--- src/rtl/timer_flags_pkg.sv ---
// Shared constants for the timer flag and shared prescaler block.
package timer_flags_pkg;
   // Register indices on the 8-bit register port.
   localparam logic [2:0] ADDR_FLAGS_ONE = 3'h0;
   localparam logic [2:0] ADDR_FLAGS_EXT = 3'h1;
   localparam logic [2:0] ADDR_SFC       = 3'h2;
   localparam logic [2:0] ADDR_CS_ONE    = 3'h3;
   localparam logic [2:0] ADDR_CS_TWO    = 3'h4;
   // Field positions in the timer-one flag register.
   localparam int F1_CAP = 5;
   localparam int F1_CMPA = 4;
   localparam int F1_CMPB = 3;
   localparam int F1_OVF = 2;
   // Field positions in the extended flag register.
   localparam int FX_CAP3 = 5;
   localparam int FX_CMPA3 = 4;
   localparam int FX_CMPB3 = 3;
   localparam int FX_OVF3 = 2;
   localparam int FX_CMPC3 = 1;
   localparam int FX_CMPC1 = 0;
   // Field positions in the special function control register.
   localparam int SF_SYNC = 7;
   localparam int SF_AUX = 1;
   localparam int SF_SHARED = 0;
   // Clock select field positions in the clock select registers.
   localparam int CS_T1_LSB = 0;
   localparam int CS_T3_LSB = 3;
   localparam int CS_T2_LSB = 0;
   // Reset values.
   localparam logic [7:0] RST_BYTE = 8'h00;
   localparam logic [2:0] RST_CS = 3'h0;
   localparam logic [9:0] RST_PRESC = 10'h000;
   // Clock select codes.
   localparam logic [2:0] CS_STOP = 3'h0;
   localparam logic [2:0] CS_DIRECT = 3'h1;
   localparam logic [2:0] CS_DIV8 = 3'h2;
   localparam logic [2:0] CS_DIV64 = 3'h3;
   localparam logic [2:0] CS_DIV256 = 3'h4;
   localparam logic [2:0] CS_DIV1024 = 3'h5;
   localparam logic [2:0] CS_EXT_FALL = 3'h6;
   localparam logic [2:0] CS_EXT_RISE = 3'h7;
   // Prescaler tap widths: divisor is two to this power.
   localparam int TAP8_W = 3;
   localparam int TAP64_W = 6;
   localparam int TAP256_W = 8;
   localparam int TAP1024_W = 10;
   // Waveform modes in which the capture register sets the top value.
   localparam logic [3:0] WM_CAP_TOP_A = 4'h8;
   localparam logic [3:0] WM_CAP_TOP_B = 4'hA;
   localparam logic [3:0] WM_CAP_TOP_C = 4'hC;
   localparam logic [3:0] WM_CAP_TOP_D = 4'hE;
endpackage

--- src/rtl/timer_flags_prescaler.sv ---
// Timer status flags, shared prescaler, clock select and external pin clocking.
//
// Behaviour
// - Capture flag one sets on capture or top.
// - Vector execution or write-one clears a flag.
// - Compare flags set one timer tick after match.
// - Forced compare strobes never set compare flags.
// - Overflow flag one follows mode-resolved overflow event.
// - Overflow flag three follows its mode-resolved event.
// - Extended register holds timer-three flags plus C1.
// - One prescaler, per-timer tap choice.
// - Select one clocks timer every system cycle.
// - Taps divide by 8, 64, 256, 1024.
// - Prescaler runs free of clock selects.
// - Prescaler reset restarts all three timers' periods.
// - Pin sampled each cycle through synchroniser.
// - Select 7 rising edges, 6 falling edges.
// - Pin edge reaches counter in few cycles.
// - External edges bypass the prescaler.
// - Sync mode keeps written prescaler reset bits.
// - Clearing sync mode clears reset bits.
// - Shared reset bit clears itself outside sync.
// - Select zero stops the timer.
//
// The block keeps the status flags of both 16-bit timers, the prescaler that all three
// timers draw their ticks from, the per-timer clock select and the external pin clocks.
// Counters, comparators and capture registers live outside the block. They hand in
// one-cycle event pulses and level compare results on the system clock.
// Hazards worth knowing:
// - A flag set and its clear in one cycle keep the flag, so no event is lost.
// - The shared prescaler reset gates every tap at once, so all timers restart their
//   prescaled period together.
// - The pin path samples the pin once per cycle, on the falling edge; a pin whose half period is not longer
//   than one clock cycle will lose edges.
// - Reserved flag bits are never set, so they read zero whatever software writes.
`timescale 1ns/10ps
module timer_flags_prescaler
   import timer_flags_pkg::*;
(
   // Clock and reset.
   input  wire logic       clk,
   input  wire logic       rstn,
   // Register port.
   input  wire logic [2:0] addr,
   input  wire logic [7:0] wdata,
   input  wire logic       wr_stb,
   input  wire logic       rd_stb,
   output logic      [7:0] rdata,
   // External timer clock pins, index 0 timer one, 1 timer two, 2 timer three.
   input  wire logic [2:0] ext_timer_clock_pin,
   // Timer-one datapath events.
   input  wire logic       capture_evt_t1,
   input  wire logic       top_reach_t1,
   input  wire logic [3:0] waveform_mode_field_t1,
   input  wire logic [2:0] cmp_eq_t1,
   input  wire logic       overflow_evt_t1,
   // Timer-three datapath events.
   input  wire logic       capture_evt_t3,
   input  wire logic       top_reach_t3,
   input  wire logic [3:0] waveform_mode_field_t3,
   input  wire logic [2:0] cmp_eq_t3,
   input  wire logic       overflow_evt_t3,
   // Interrupt vector execution acknowledges.
   input  wire logic [7:0] vector_ack_one,
   input  wire logic [7:0] vector_ack_ext,
   // Timer clock ticks.
   output logic            timer_one_tick,
   output logic            timer_two_tick,
   output logic            timer_three_tick,
   // Prescaler reset levels.
   output logic            shared_prescaler_reset,
   output logic            aux_prescaler_reset,
   // Flag register contents for the interrupt controller.
   output logic      [7:0] flags_one,
   output logic      [7:0] flags_ext
);
   // Read data register.
   logic [7:0] rdata_r;
   // Synchronisation mode bit.
   logic       sync_mode_bit_r;
   // Shared and auxiliary prescaler reset bits.
   logic       psr_shared_r;
   logic       psr_aux_r;
   // Clock select fields per timer.
   logic [2:0] cs_r [3];
   // Shared prescaler count.
   logic [9:0] presc_r;
   // Prescaler taps, one-cycle pulses.
   logic [3:0] tap;
   // Tick registers per timer.
   logic [2:0] tick_r;
   // Next tick values per timer.
   logic [2:0] tick_nxt;
   // Edge pulses from the pin detectors.
   logic [2:0] ext_edge;
   // Compare matches seen at the previous tick, t1 then t3.
   logic [2:0] seen_t1_r;
   logic [2:0] seen_t3_r;
   // Capture-as-top mode flags.
   logic       cap_top_t1;
   logic       cap_top_t3;
   // Set vectors for the two flag registers.
   logic [7:0] set_one;
   logic [7:0] set_ext;
   // Write-one clear vectors.
   logic [7:0] clr_one;
   logic [7:0] clr_ext;
   // Address decodes.
   logic       wr_one;
   logic       wr_ext;
   logic       wr_sfc;
   logic       wr_cs1;
   logic       wr_cs2;
   // Read mux output.
   logic [7:0] rd_mux;
   // Flag state from the sticky banks.
   logic [7:0] f_one;
   logic [7:0] f_ext;

   // Write decodes.
   assign wr_one = wr_stb && (addr == ADDR_FLAGS_ONE);
   assign wr_ext = wr_stb && (addr == ADDR_FLAGS_EXT);
   assign wr_sfc = wr_stb && (addr == ADDR_SFC);
   assign wr_cs1 = wr_stb && (addr == ADDR_CS_ONE);
   assign wr_cs2 = wr_stb && (addr == ADDR_CS_TWO);

   // Only implemented flag bits can be cleared; reserved bits ignore writes.
   assign clr_one = wr_one ? (wdata & 8'h3C) : 8'h00;
   assign clr_ext = wr_ext ? (wdata & 8'h3F) : 8'h00;

   // Capture register acts as top in these waveform modes.
   // In those modes the capture pin is ignored and only reaching top sets the flag.
   assign cap_top_t1 = (waveform_mode_field_t1 == WM_CAP_TOP_A) || (waveform_mode_field_t1 == WM_CAP_TOP_B)
                    || (waveform_mode_field_t1 == WM_CAP_TOP_C) || (waveform_mode_field_t1 == WM_CAP_TOP_D);
   assign cap_top_t3 = (waveform_mode_field_t3 == WM_CAP_TOP_A) || (waveform_mode_field_t3 == WM_CAP_TOP_B)
                    || (waveform_mode_field_t3 == WM_CAP_TOP_C) || (waveform_mode_field_t3 == WM_CAP_TOP_D);

   // Timer-one set events; force strobes are not inputs here, so they never set flags.
   always_comb begin
      set_one         = 8'h00;
      // Capture source depends on whether the capture register is the top value.
      set_one[F1_CAP] = cap_top_t1 ? top_reach_t1 : capture_evt_t1;
      // Compare flags use the match seen at the previous tick.
      set_one[F1_CMPA] = tick_r[0] & seen_t1_r[0];
      set_one[F1_CMPB] = tick_r[0] & seen_t1_r[1];
      // Overflow arrives already resolved for the waveform mode.
      set_one[F1_OVF] = overflow_evt_t1;
   end

   // Extended register set events.
   always_comb begin
      set_ext           = 8'h00;
      // Timer-three capture follows the same top rule as timer one.
      set_ext[FX_CAP3]  = cap_top_t3 ? top_reach_t3 : capture_evt_t3;
      // Timer-three compare flags step on timer-three ticks.
      set_ext[FX_CMPA3] = tick_r[2] & seen_t3_r[0];
      set_ext[FX_CMPB3] = tick_r[2] & seen_t3_r[1];
      // Overflow arrives already resolved for the waveform mode.
      set_ext[FX_OVF3]  = overflow_evt_t3;
      set_ext[FX_CMPC3] = tick_r[2] & seen_t3_r[2];
      // Timer-one channel C lives here and steps on timer-one ticks.
      set_ext[FX_CMPC1] = tick_r[0] & seen_t1_r[2];
   end

   // Sticky bank for the timer-one flag register.
   // Vector acknowledge and write-one clear share the clear side of the bank.
   sticky_flags #(
      .W(8)
   ) u_flags_one (
      .clk    (clk),
      .rstn   (rstn),
      .set    (set_one & 8'h3C),
      .hw_clr (vector_ack_one),
      .sw_clr (clr_one),
      .q      (f_one)
   );

   // Sticky bank for the extended flag register.
   // Only the low six bits can ever be set; the top two stay zero.
   sticky_flags #(
      .W(8)
   ) u_flags_ext (
      .clk    (clk),
      .rstn   (rstn),
      .set    (set_ext & 8'h3F),
      .hw_clr (vector_ack_ext),
      .sw_clr (clr_ext),
      .q      (f_ext)
   );

   // Latch the comparator state at each timer tick so the flag sets at the next tick.
   // Matches seen between ticks are ignored, as the counter has not moved then.
   always_ff @(posedge clk or negedge rstn) begin
      if (!rstn) begin
         seen_t1_r <= 3'h0;
         seen_t3_r <= 3'h0;
      end else begin
         if (tick_r[0]) begin
            seen_t1_r <= cmp_eq_t1;
         end
         if (tick_r[2]) begin
            seen_t3_r <= cmp_eq_t3;
         end
      end
   end

   // Special function control: sync mode keeps reset bits, otherwise they self-clear.
   always_ff @(posedge clk or negedge rstn) begin
      if (!rstn) begin
         sync_mode_bit_r <= 1'b0;
         psr_shared_r    <= 1'b0;
         psr_aux_r       <= 1'b0;
      end else if (wr_sfc) begin
         // A write loads the mode and both reset bits together.
         sync_mode_bit_r <= wdata[SF_SYNC];
         psr_shared_r    <= wdata[SF_SHARED];
         psr_aux_r       <= wdata[SF_AUX];
      end else if (!sync_mode_bit_r) begin
         // Outside sync mode the reset bits last one cycle only.
         psr_shared_r <= 1'b0;
         psr_aux_r    <= 1'b0;
      end
   end

   // Clock select fields.
   always_ff @(posedge clk or negedge rstn) begin
      if (!rstn) begin
         cs_r[0] <= RST_CS;
         cs_r[1] <= RST_CS;
         cs_r[2] <= RST_CS;
      end else begin
         if (wr_cs1) begin
            // Timer one and timer three share one select register.
            cs_r[0] <= wdata[CS_T1_LSB +: 3];
            cs_r[2] <= wdata[CS_T3_LSB +: 3];
         end
         if (wr_cs2) begin
            cs_r[1] <= wdata[CS_T2_LSB +: 3];
         end
      end
   end

   // Free-running prescaler, held at zero while the shared reset bit stands.
   always_ff @(posedge clk or negedge rstn) begin
      if (!rstn) begin
         presc_r <= RST_PRESC;
      end else if (psr_shared_r) begin
         // Holding at zero restarts the period seen by every timer.
         presc_r <= RST_PRESC;
      end else begin
         presc_r <= presc_r + 10'h001;
      end
   end

   // A tap pulses when its low count bits are all ones.
   // Taps are gated while the reset bit stands, so a held prescaler gives no tick.
   assign tap[0] = !psr_shared_r && (&presc_r[TAP8_W-1:0]);
   assign tap[1] = !psr_shared_r && (&presc_r[TAP64_W-1:0]);
   assign tap[2] = !psr_shared_r && (&presc_r[TAP256_W-1:0]);
   assign tap[3] = !psr_shared_r && (&presc_r[TAP1024_W-1:0]);

   // Per-timer clock select: pin detector and tap choice.
   for (genvar t = 0; t < 3; t++) begin : g_sel
      pin_edge_detect u_edge (
         .clk        (clk),
         .rstn       (rstn),
         .pin        (ext_timer_clock_pin[t]),
         .rise_sel   (cs_r[t] == CS_EXT_RISE),
         .edge_pulse (ext_edge[t])
      );

      // Each timer picks its own source from the shared taps.
      always_comb begin
         unique case (cs_r[t])
            CS_STOP:     tick_nxt[t] = 1'b0;
            CS_DIRECT:   tick_nxt[t] = 1'b1;
            CS_DIV8:     tick_nxt[t] = tap[0];
            CS_DIV64:    tick_nxt[t] = tap[1];
            CS_DIV256:   tick_nxt[t] = tap[2];
            CS_DIV1024:  tick_nxt[t] = tap[3];
            CS_EXT_FALL: tick_nxt[t] = ext_edge[t];
            CS_EXT_RISE: tick_nxt[t] = ext_edge[t];
         endcase
      end
   end

   // Register the ticks so the timers see clean one-cycle pulses.
   // For the pin path this register completes the synchroniser latency, and the
   // counter moves on the edge that ends the tick cycle.
   always_ff @(posedge clk or negedge rstn) begin
      if (!rstn) begin
         tick_r <= 3'h0;
      end else begin
         tick_r <= tick_nxt;
      end
   end

   // Read multiplexer; reserved and unmapped bits read zero.
   always_comb begin
      rd_mux = RST_BYTE;
      unique case (addr)
         ADDR_FLAGS_ONE: rd_mux = f_one & 8'h3C;
         ADDR_FLAGS_EXT: rd_mux = f_ext & 8'h3F;
         ADDR_SFC: begin
            // Control bits read back as stored, so software sees a held reset.
            rd_mux[SF_SYNC]   = sync_mode_bit_r;
            rd_mux[SF_AUX]    = psr_aux_r;
            rd_mux[SF_SHARED] = psr_shared_r;
         end
         ADDR_CS_ONE: begin
            rd_mux[CS_T1_LSB +: 3] = cs_r[0];
            rd_mux[CS_T3_LSB +: 3] = cs_r[2];
         end
         ADDR_CS_TWO: rd_mux[CS_T2_LSB +: 3] = cs_r[1];
         default: rd_mux = RST_BYTE;
      endcase
   end

   // Read data stands only in the cycle after the strobe.
   // Reading has no side effect; flags clear only by a write of one or a vector.
   always_ff @(posedge clk or negedge rstn) begin
      if (!rstn) begin
         rdata_r <= RST_BYTE;
      end else begin
         rdata_r <= rd_stb ? rd_mux : RST_BYTE;
      end
   end

   // Outputs straight from flip-flops.
   assign rdata                  = rdata_r;
   assign timer_one_tick         = tick_r[0];
   assign timer_two_tick         = tick_r[1];
   assign timer_three_tick       = tick_r[2];
   assign shared_prescaler_reset = psr_shared_r;
   assign aux_prescaler_reset    = psr_aux_r;
   // Unused flag bits are never set and reset to zero, so no mask is needed here.
   assign flags_one              = f_one;
   assign flags_ext              = f_ext;
endmodule // timer_flags_prescaler

--- src/rtl/sticky_flags.sv ---
// Sticky event flags with vector-acknowledge and write-one clear.
`timescale 1ns/10ps
module sticky_flags #(
   parameter int W = 4
) (
   // Clock and reset.
   input  wire logic         clk,
   input  wire logic         rstn,
   // Set and clear requests.
   input  wire logic [W-1:0] set,
   input  wire logic [W-1:0] hw_clr,
   input  wire logic [W-1:0] sw_clr,
   // Flag state.
   output logic      [W-1:0] q
);
   // Next flag value; a set in the clearing cycle wins.
   logic [W-1:0] q_nxt;

   assign q_nxt = set | (q & ~(hw_clr | sw_clr));

   // Flags start cleared.
   always_ff @(posedge clk or negedge rstn) begin
      if (!rstn) begin
         q <= '0;
      end else begin
         q <= q_nxt;
      end
   end
endmodule // sticky_flags

--- src/rtl/pin_edge_detect.sv ---
// Two-stage synchroniser and edge detector for an external timer clock pin.
`timescale 1ns/10ps
module pin_edge_detect (
   // Clock and reset.
   input  wire logic clk,
   input  wire logic rstn,
   // Pin and edge choice.
   input  wire logic pin,
   input  wire logic rise_sel,
   // One-cycle edge pulse, combinational from the synchronised history.
   output logic      edge_pulse
);
   // First stage stands for the clock-high transparent latch.
   logic s1_r;
   // Second stage is the synchronised pin level.
   logic s2_r;
   // History of the synchronised level.
   logic hist_r;

   // First stage closes on the falling edge, like a latch open while the clock is high.
   always_ff @(negedge clk or negedge rstn) begin
      if (!rstn) begin
         s1_r <= 1'b0;
      end else begin
         s1_r <= pin;
      end
   end

   // Second stage and history sample on every rising clock edge.
   always_ff @(posedge clk or negedge rstn) begin
      if (!rstn) begin
         s2_r   <= 1'b0;
         hist_r <= 1'b0;
      end else begin
         s2_r   <= s1_r;
         hist_r <= s2_r;
      end
   end

   // One pulse per rising or falling edge as chosen.
   assign edge_pulse = rise_sel ? (s2_r & ~hist_r) : (~s2_r & hist_r);
endmodule // pin_edge_detect

--- config.mk ---
export PLATFORM = sky130hd
export DESIGN_NAME = timer_flags_prescaler
export DESIGN_NICKNAME = d
export VERILOG_FILES = /design/src/rtl/timer_flags_pkg.sv /design/src/rtl/timer_flags_prescaler.sv /design/src/rtl/sticky_flags.sv /design/src/rtl/pin_edge_detect.sv
export SDC_FILE = /design/constraint.sdc
export NUM_CORES = 1
export LEC_CHECK = 0
export ABC_CLOCK_PERIOD_IN_PS = 1960
export BUFFER_PORTS_ARGS = -buffer_cell sky130_fd_sc_hd__buf_4
export CAP_MARGIN = 5
export CORE_MARGIN = 2
export CORE_UTILIZATION = 51
export CTS_CLUSTER_DIAMETER = 30
export DETAILED_ROUTE_END_ITERATION = 7
export PLACE_DENSITY = 0.81
export SYNTH_ARGS = -nofsm -noshare
export SYNTH_HDL_FRONTEND = slang
export SYNTH_SLANG_ARGS = --single-unit
--- constraint.sdc ---
create_clock -name clk -period 1.96 [get_ports clk]
set_clock_uncertainty 0.1 [all_clocks]
set_input_delay 0.392 -clock clk [delete_from_list [all_inputs] [get_ports clk]]
set_output_delay 0.392 -clock clk [all_outputs]
set_load 0.01 [all_outputs]
; ---- After elaboration in Yosys (flattened, before gate mapping)
; Cells that the tools add are included.
[totals]
ff_bits = 64
latchBits = 0
ram_bits = 0
romBits = 0
input_bits = 54
mem_count = 0
[classes]
add_sub_neg = 1
mul = 0
div = 0
magnitude_cmp = 0
eq_ne = 34
shift = 0
muxes = 19
bitwise_logic = 26
n_reduce_logical = 27
[ops]
columns = operator, n
row1 = $eq 3x3->1 const B, 13
row2 = $eq 4x4->1 const B, 8
row3 = $eq 3x2->1 const B, 8
row4 = $pmux 1 s7, 3
row5 = $and 8x8->8, 2
row6 = $not 8->8, 2
row7 = $or 6x8->8, 2
row8 = $or 8x6->8, 2
row9 = $and 1x1->1, 12
row10 = $eq 3x1->1 const B, 4
row11 = $logic_not 3->1, 4
row12 = $mux 6, 2
row13 = $add 10x1->10 const B, 1
row14 = $mux 10, 1
row15 = $reduce_and 10->1, 1
row16 = $logic_and 1x1->1, 9
row17 = $mux 1, 9
row18 = $pmux 3 s3, 1
row19 = $mux 8, 1
row20 = $pmux 2 s4, 1
row21 = $reduce_and 8->1, 1
row22 = $logic_or 1x1->1, 6
row23 = $not 1->1, 6
row24 = $reduce_and 6->1, 1
row25 = other kinds (5), 7

; ---- Longest topological paths before layout
[logic_depth]
ltp_word = 7
depth_mapped = 6
mapped_depth_nobuf = 6

; ---- Modules after synthesis
; A second synthesis with hierarchy kept.
[hier_totals]
hier_cells = 254
area_unflattened_um2 = 2830.2
[by_module_without_submodules]
columns = module, n_inst, cells_per_inst, area_per_inst_um2, seq_area_each_um2
row1 = timer_flags_prescaler, 1, 188, 1956.9, 950.9
row2 = sticky_flags, 2, 24, 290.3, 200.2
row3 = pin_edge_detect, 3, 6, 97.6, 75.1

==> impl_results.md <==
* Number of global-route vias before repair at 2089
* Crit-path slowest cell: or3_4
* Placed Cells at 377
* Max Freq at 579 MHz
* Yosys reg bits at 63
* DR vias at 2111
* CTS buffer count at 9
* Syn Inst Count at 237
* H-tree levels at 3
* Full die area at 6030 sq um
* Post-CTS Resized at 0
* Area grow syn2layout at 30.6%
* Run status: completed
* RSZ-0062 raised after global routing: no
* Postcts setup bufs at 0
* Syn nets at 293
* Critical Path End Type: register
* CTS tree: built
* First-pass GRT wire length at 9850 um
* Average wire per standard cell at 15.1 um
* Synthesized cell area at 2770 sq um
* Commonest cells after routing, fill and taps aside: buf_4 (78), dfrtp_1 (60), nand2_1 (19), nor2_1 (17), mux2_2 (16)
* Fin crit share at 0.881
* Number of buffers and inverters on the critical path at 0
* Leakage at 1.72 nW
* Share of layout cells above drive strength 1 at 0.358
* Area of the core at 5170 sq um
* Final net count at 375
* Post-DP HPWL at 4350 um
* Hold-fix buffer count after cts at 1
* Gpl congestion at 0.767
* Post-synth cell types at 48
* Commonest non-fill, non-tap cell in the layout: buf_4
* WP data arrival at 1900 ps
* Total GRT Usage at 0.208
* Final std cells w/o fill at 394
* Routed WL at 5950 um
* N_diodes at 0
* TritonRoute pass-1 iters at 4
* Max_cap viols at 0
* Top_reg_cell synth: dfrtp_1
* Startpoint types: register
* Vias per cell at 5.36
* Final setup viols at 0
* PD cells at 1040 nW/um^2
* VDD IR-drop max at 0.593 mV
* Initial antenna violation count at 0
* HP Class: input port to register
* Worst-path clk slew at 70 ps
* CP Cell Sequence: ha_1 > nand3_4 > or3_4 > o31ai_1 > a22o_1
* Pwr Total at 3.77 mW
* CP max FO at 10
* Hold Fails Final Rpt at 0
* Die Ht at 77.6 um
* Sequential share of the synthesized area at 0.570
* DRT antenna net count at 0
* Clk_lat worst skew at 330 ps
* Worst rel slew slack at 0.523
* Max Slew Vio Count at 0
* Root Driver: clkbuf_8
* TNS Setup at 0 ps
* IO Pins at 83
* # DRC at 0
* EDFF count, synth at 0
* Async SR Flop Fraction at 1.00
* Setup CP Type: register to register
* Min Tclk post-route at 1730 ps
* CP delay by family, top: simple AND/OR/NAND/NOR gates
* Yosys warnings at 0
* CTS Buffer Depth at 2
* Initial Util at 0.535
* Max stage delay on crit path at 410 ps
* Largest net degree at the start of global routing at 60
* Grt ovf at 0
* DRT iter0 DRCs at 132
* Die Wd at 77.6 um
* Num rows at 26
* CTS Sinks at 63
* Slew @ Worst Pin at 715 ps
* Buffers added on ports at 76
* Average cell area after synthesis at 11.7 sq um
* Req. time, crit path at 2130 ps
## routing by layer
metal	GRT usage	up-vias	wire length [um]
met2	0.337	69	3000
li1	-	1009	-
met4	0.0821	0	48
met5	0	-	0
met1	0.276	1028	2530
met3	0.0419	5	361
## logic make-up after synthesis
logic type | count (synthesis) | share of synthesized area
compound gates | 41 | 0.102
mux | 24 | 0.0941
other cells | 1 | 0.00136
flops | 63 | 0.570
buf+inv | 18 | 0.0271
xor+xnor | 5 | 0.0158
fa+ha+maj | 2 | 0.00905
simple gates | 83 | 0.181
## worst register-to-register path, delay by kind of cell, from the launching register on
kind / cells / cell delay, ps
and+or+nand+nor: 2 / 550
DFF: 1 / 390
AOI/OAI and AO/OA: 2 / 390
adders and majority gates: 1 / 240
## sequential cells by signal (all words and copies together) (netlist names)
name and cells:
seen_t3_r 3, g_sel.u_edge.s1_r 3, sync_mode_bit_r 1, u_flags_one.q 8, u_flags_ext.q 8, tick_r 3
presc_r 10, rdata 7, aux_prescaler_reset 1, shared_prescaler_reset 1, seen_t1_r 3, g_sel.u_edge.hist_r 3
g_sel.u_edge.s2_r 3, cs_r 9
## metrics by stage
step                 util  area, sq um  setup slack (ps)  hold WS (ps)
floorplan               -         2770               344         -3.59
global placement    0.657         3400               229          91.5
detailed placement  0.657         3400               224          92.9
CTS                 0.698         3610               236          91.1
global route        0.698         3610               116          87.8
finish              0.698         3610               233          93.6
## cell usage after synthesis, types with 2 or more instances
library cell	count	area [sq um]
mux2i_1	8	80.1
a31o_2	2	17.5
a21oi_1	7	35.0
dfrtp_1	60	1500
nand2_1	19	71.3
nor3b_1	3	22.5
a22o_1	2	17.5
nand3_1	3	15.0
nand2b_1	5	31.3
a31oi_1	3	18.8
o21ai_0	12	60.1
a21o_1	2	15.0
nor2b_1	10	62.6
nand4b_1	2	17.5
ha_1	2	25.0
o31ai_1	2	15.0
xor2_1	4	35.0
inv_1	10	37.5
buf_2	3	15.0
nor4b_1	2	17.5
nand3b_1	7	52.6
nor2_1	17	63.8
clkbuf_1	3	11.3
a32o_1	6	60.1
and3b_1	2	17.5
o41ai_1	2	17.5
mux2_2	16	180
dfrtn_1	3	75.1
## final cells by class
class | count | area, sq um
clock buffers | 13 | 159
multi-input cells | 156 | 1110
fillers | 371 | 1560
inverters | 10 | 37.5
flip-flops and latches | 63 | 1580
well taps | 70 | 87.6
clock inverters | 3 | 42.5
repair buffers | 79 | 596
## where the power goes
part,internal [mW],switching [mW]
combinational,0.459,0.318
sequential,1.57,0.290
clock,0.656,0.477
## worst paths after layout
| kind | from | endpoint | slack [ps] | depth (start not counted) |
|---|---|---|---|---|
| hold / removal | vector_ack_one[6] | u_flags_one.q[6] | 90 | 2 |
| hold reg to reg | g_sel[1].u_edge.s2_r | g_sel[1].u_edge.hist_r | 300 | 0 |
| setup / recovery | presc_r[0] | tick_r[1] | 230 | 5 |
| min in group asynchronous | rstn | u_flags_one.q[7] | 290 | 2 |
| setup reg to reg | presc_r[0] | tick_r[1] | 230 | 5 |
| max in group asynchronous | rstn | g_sel[2].u_edge.s1_r | 460 | 2 |
(Power assumes the default switching activity.)
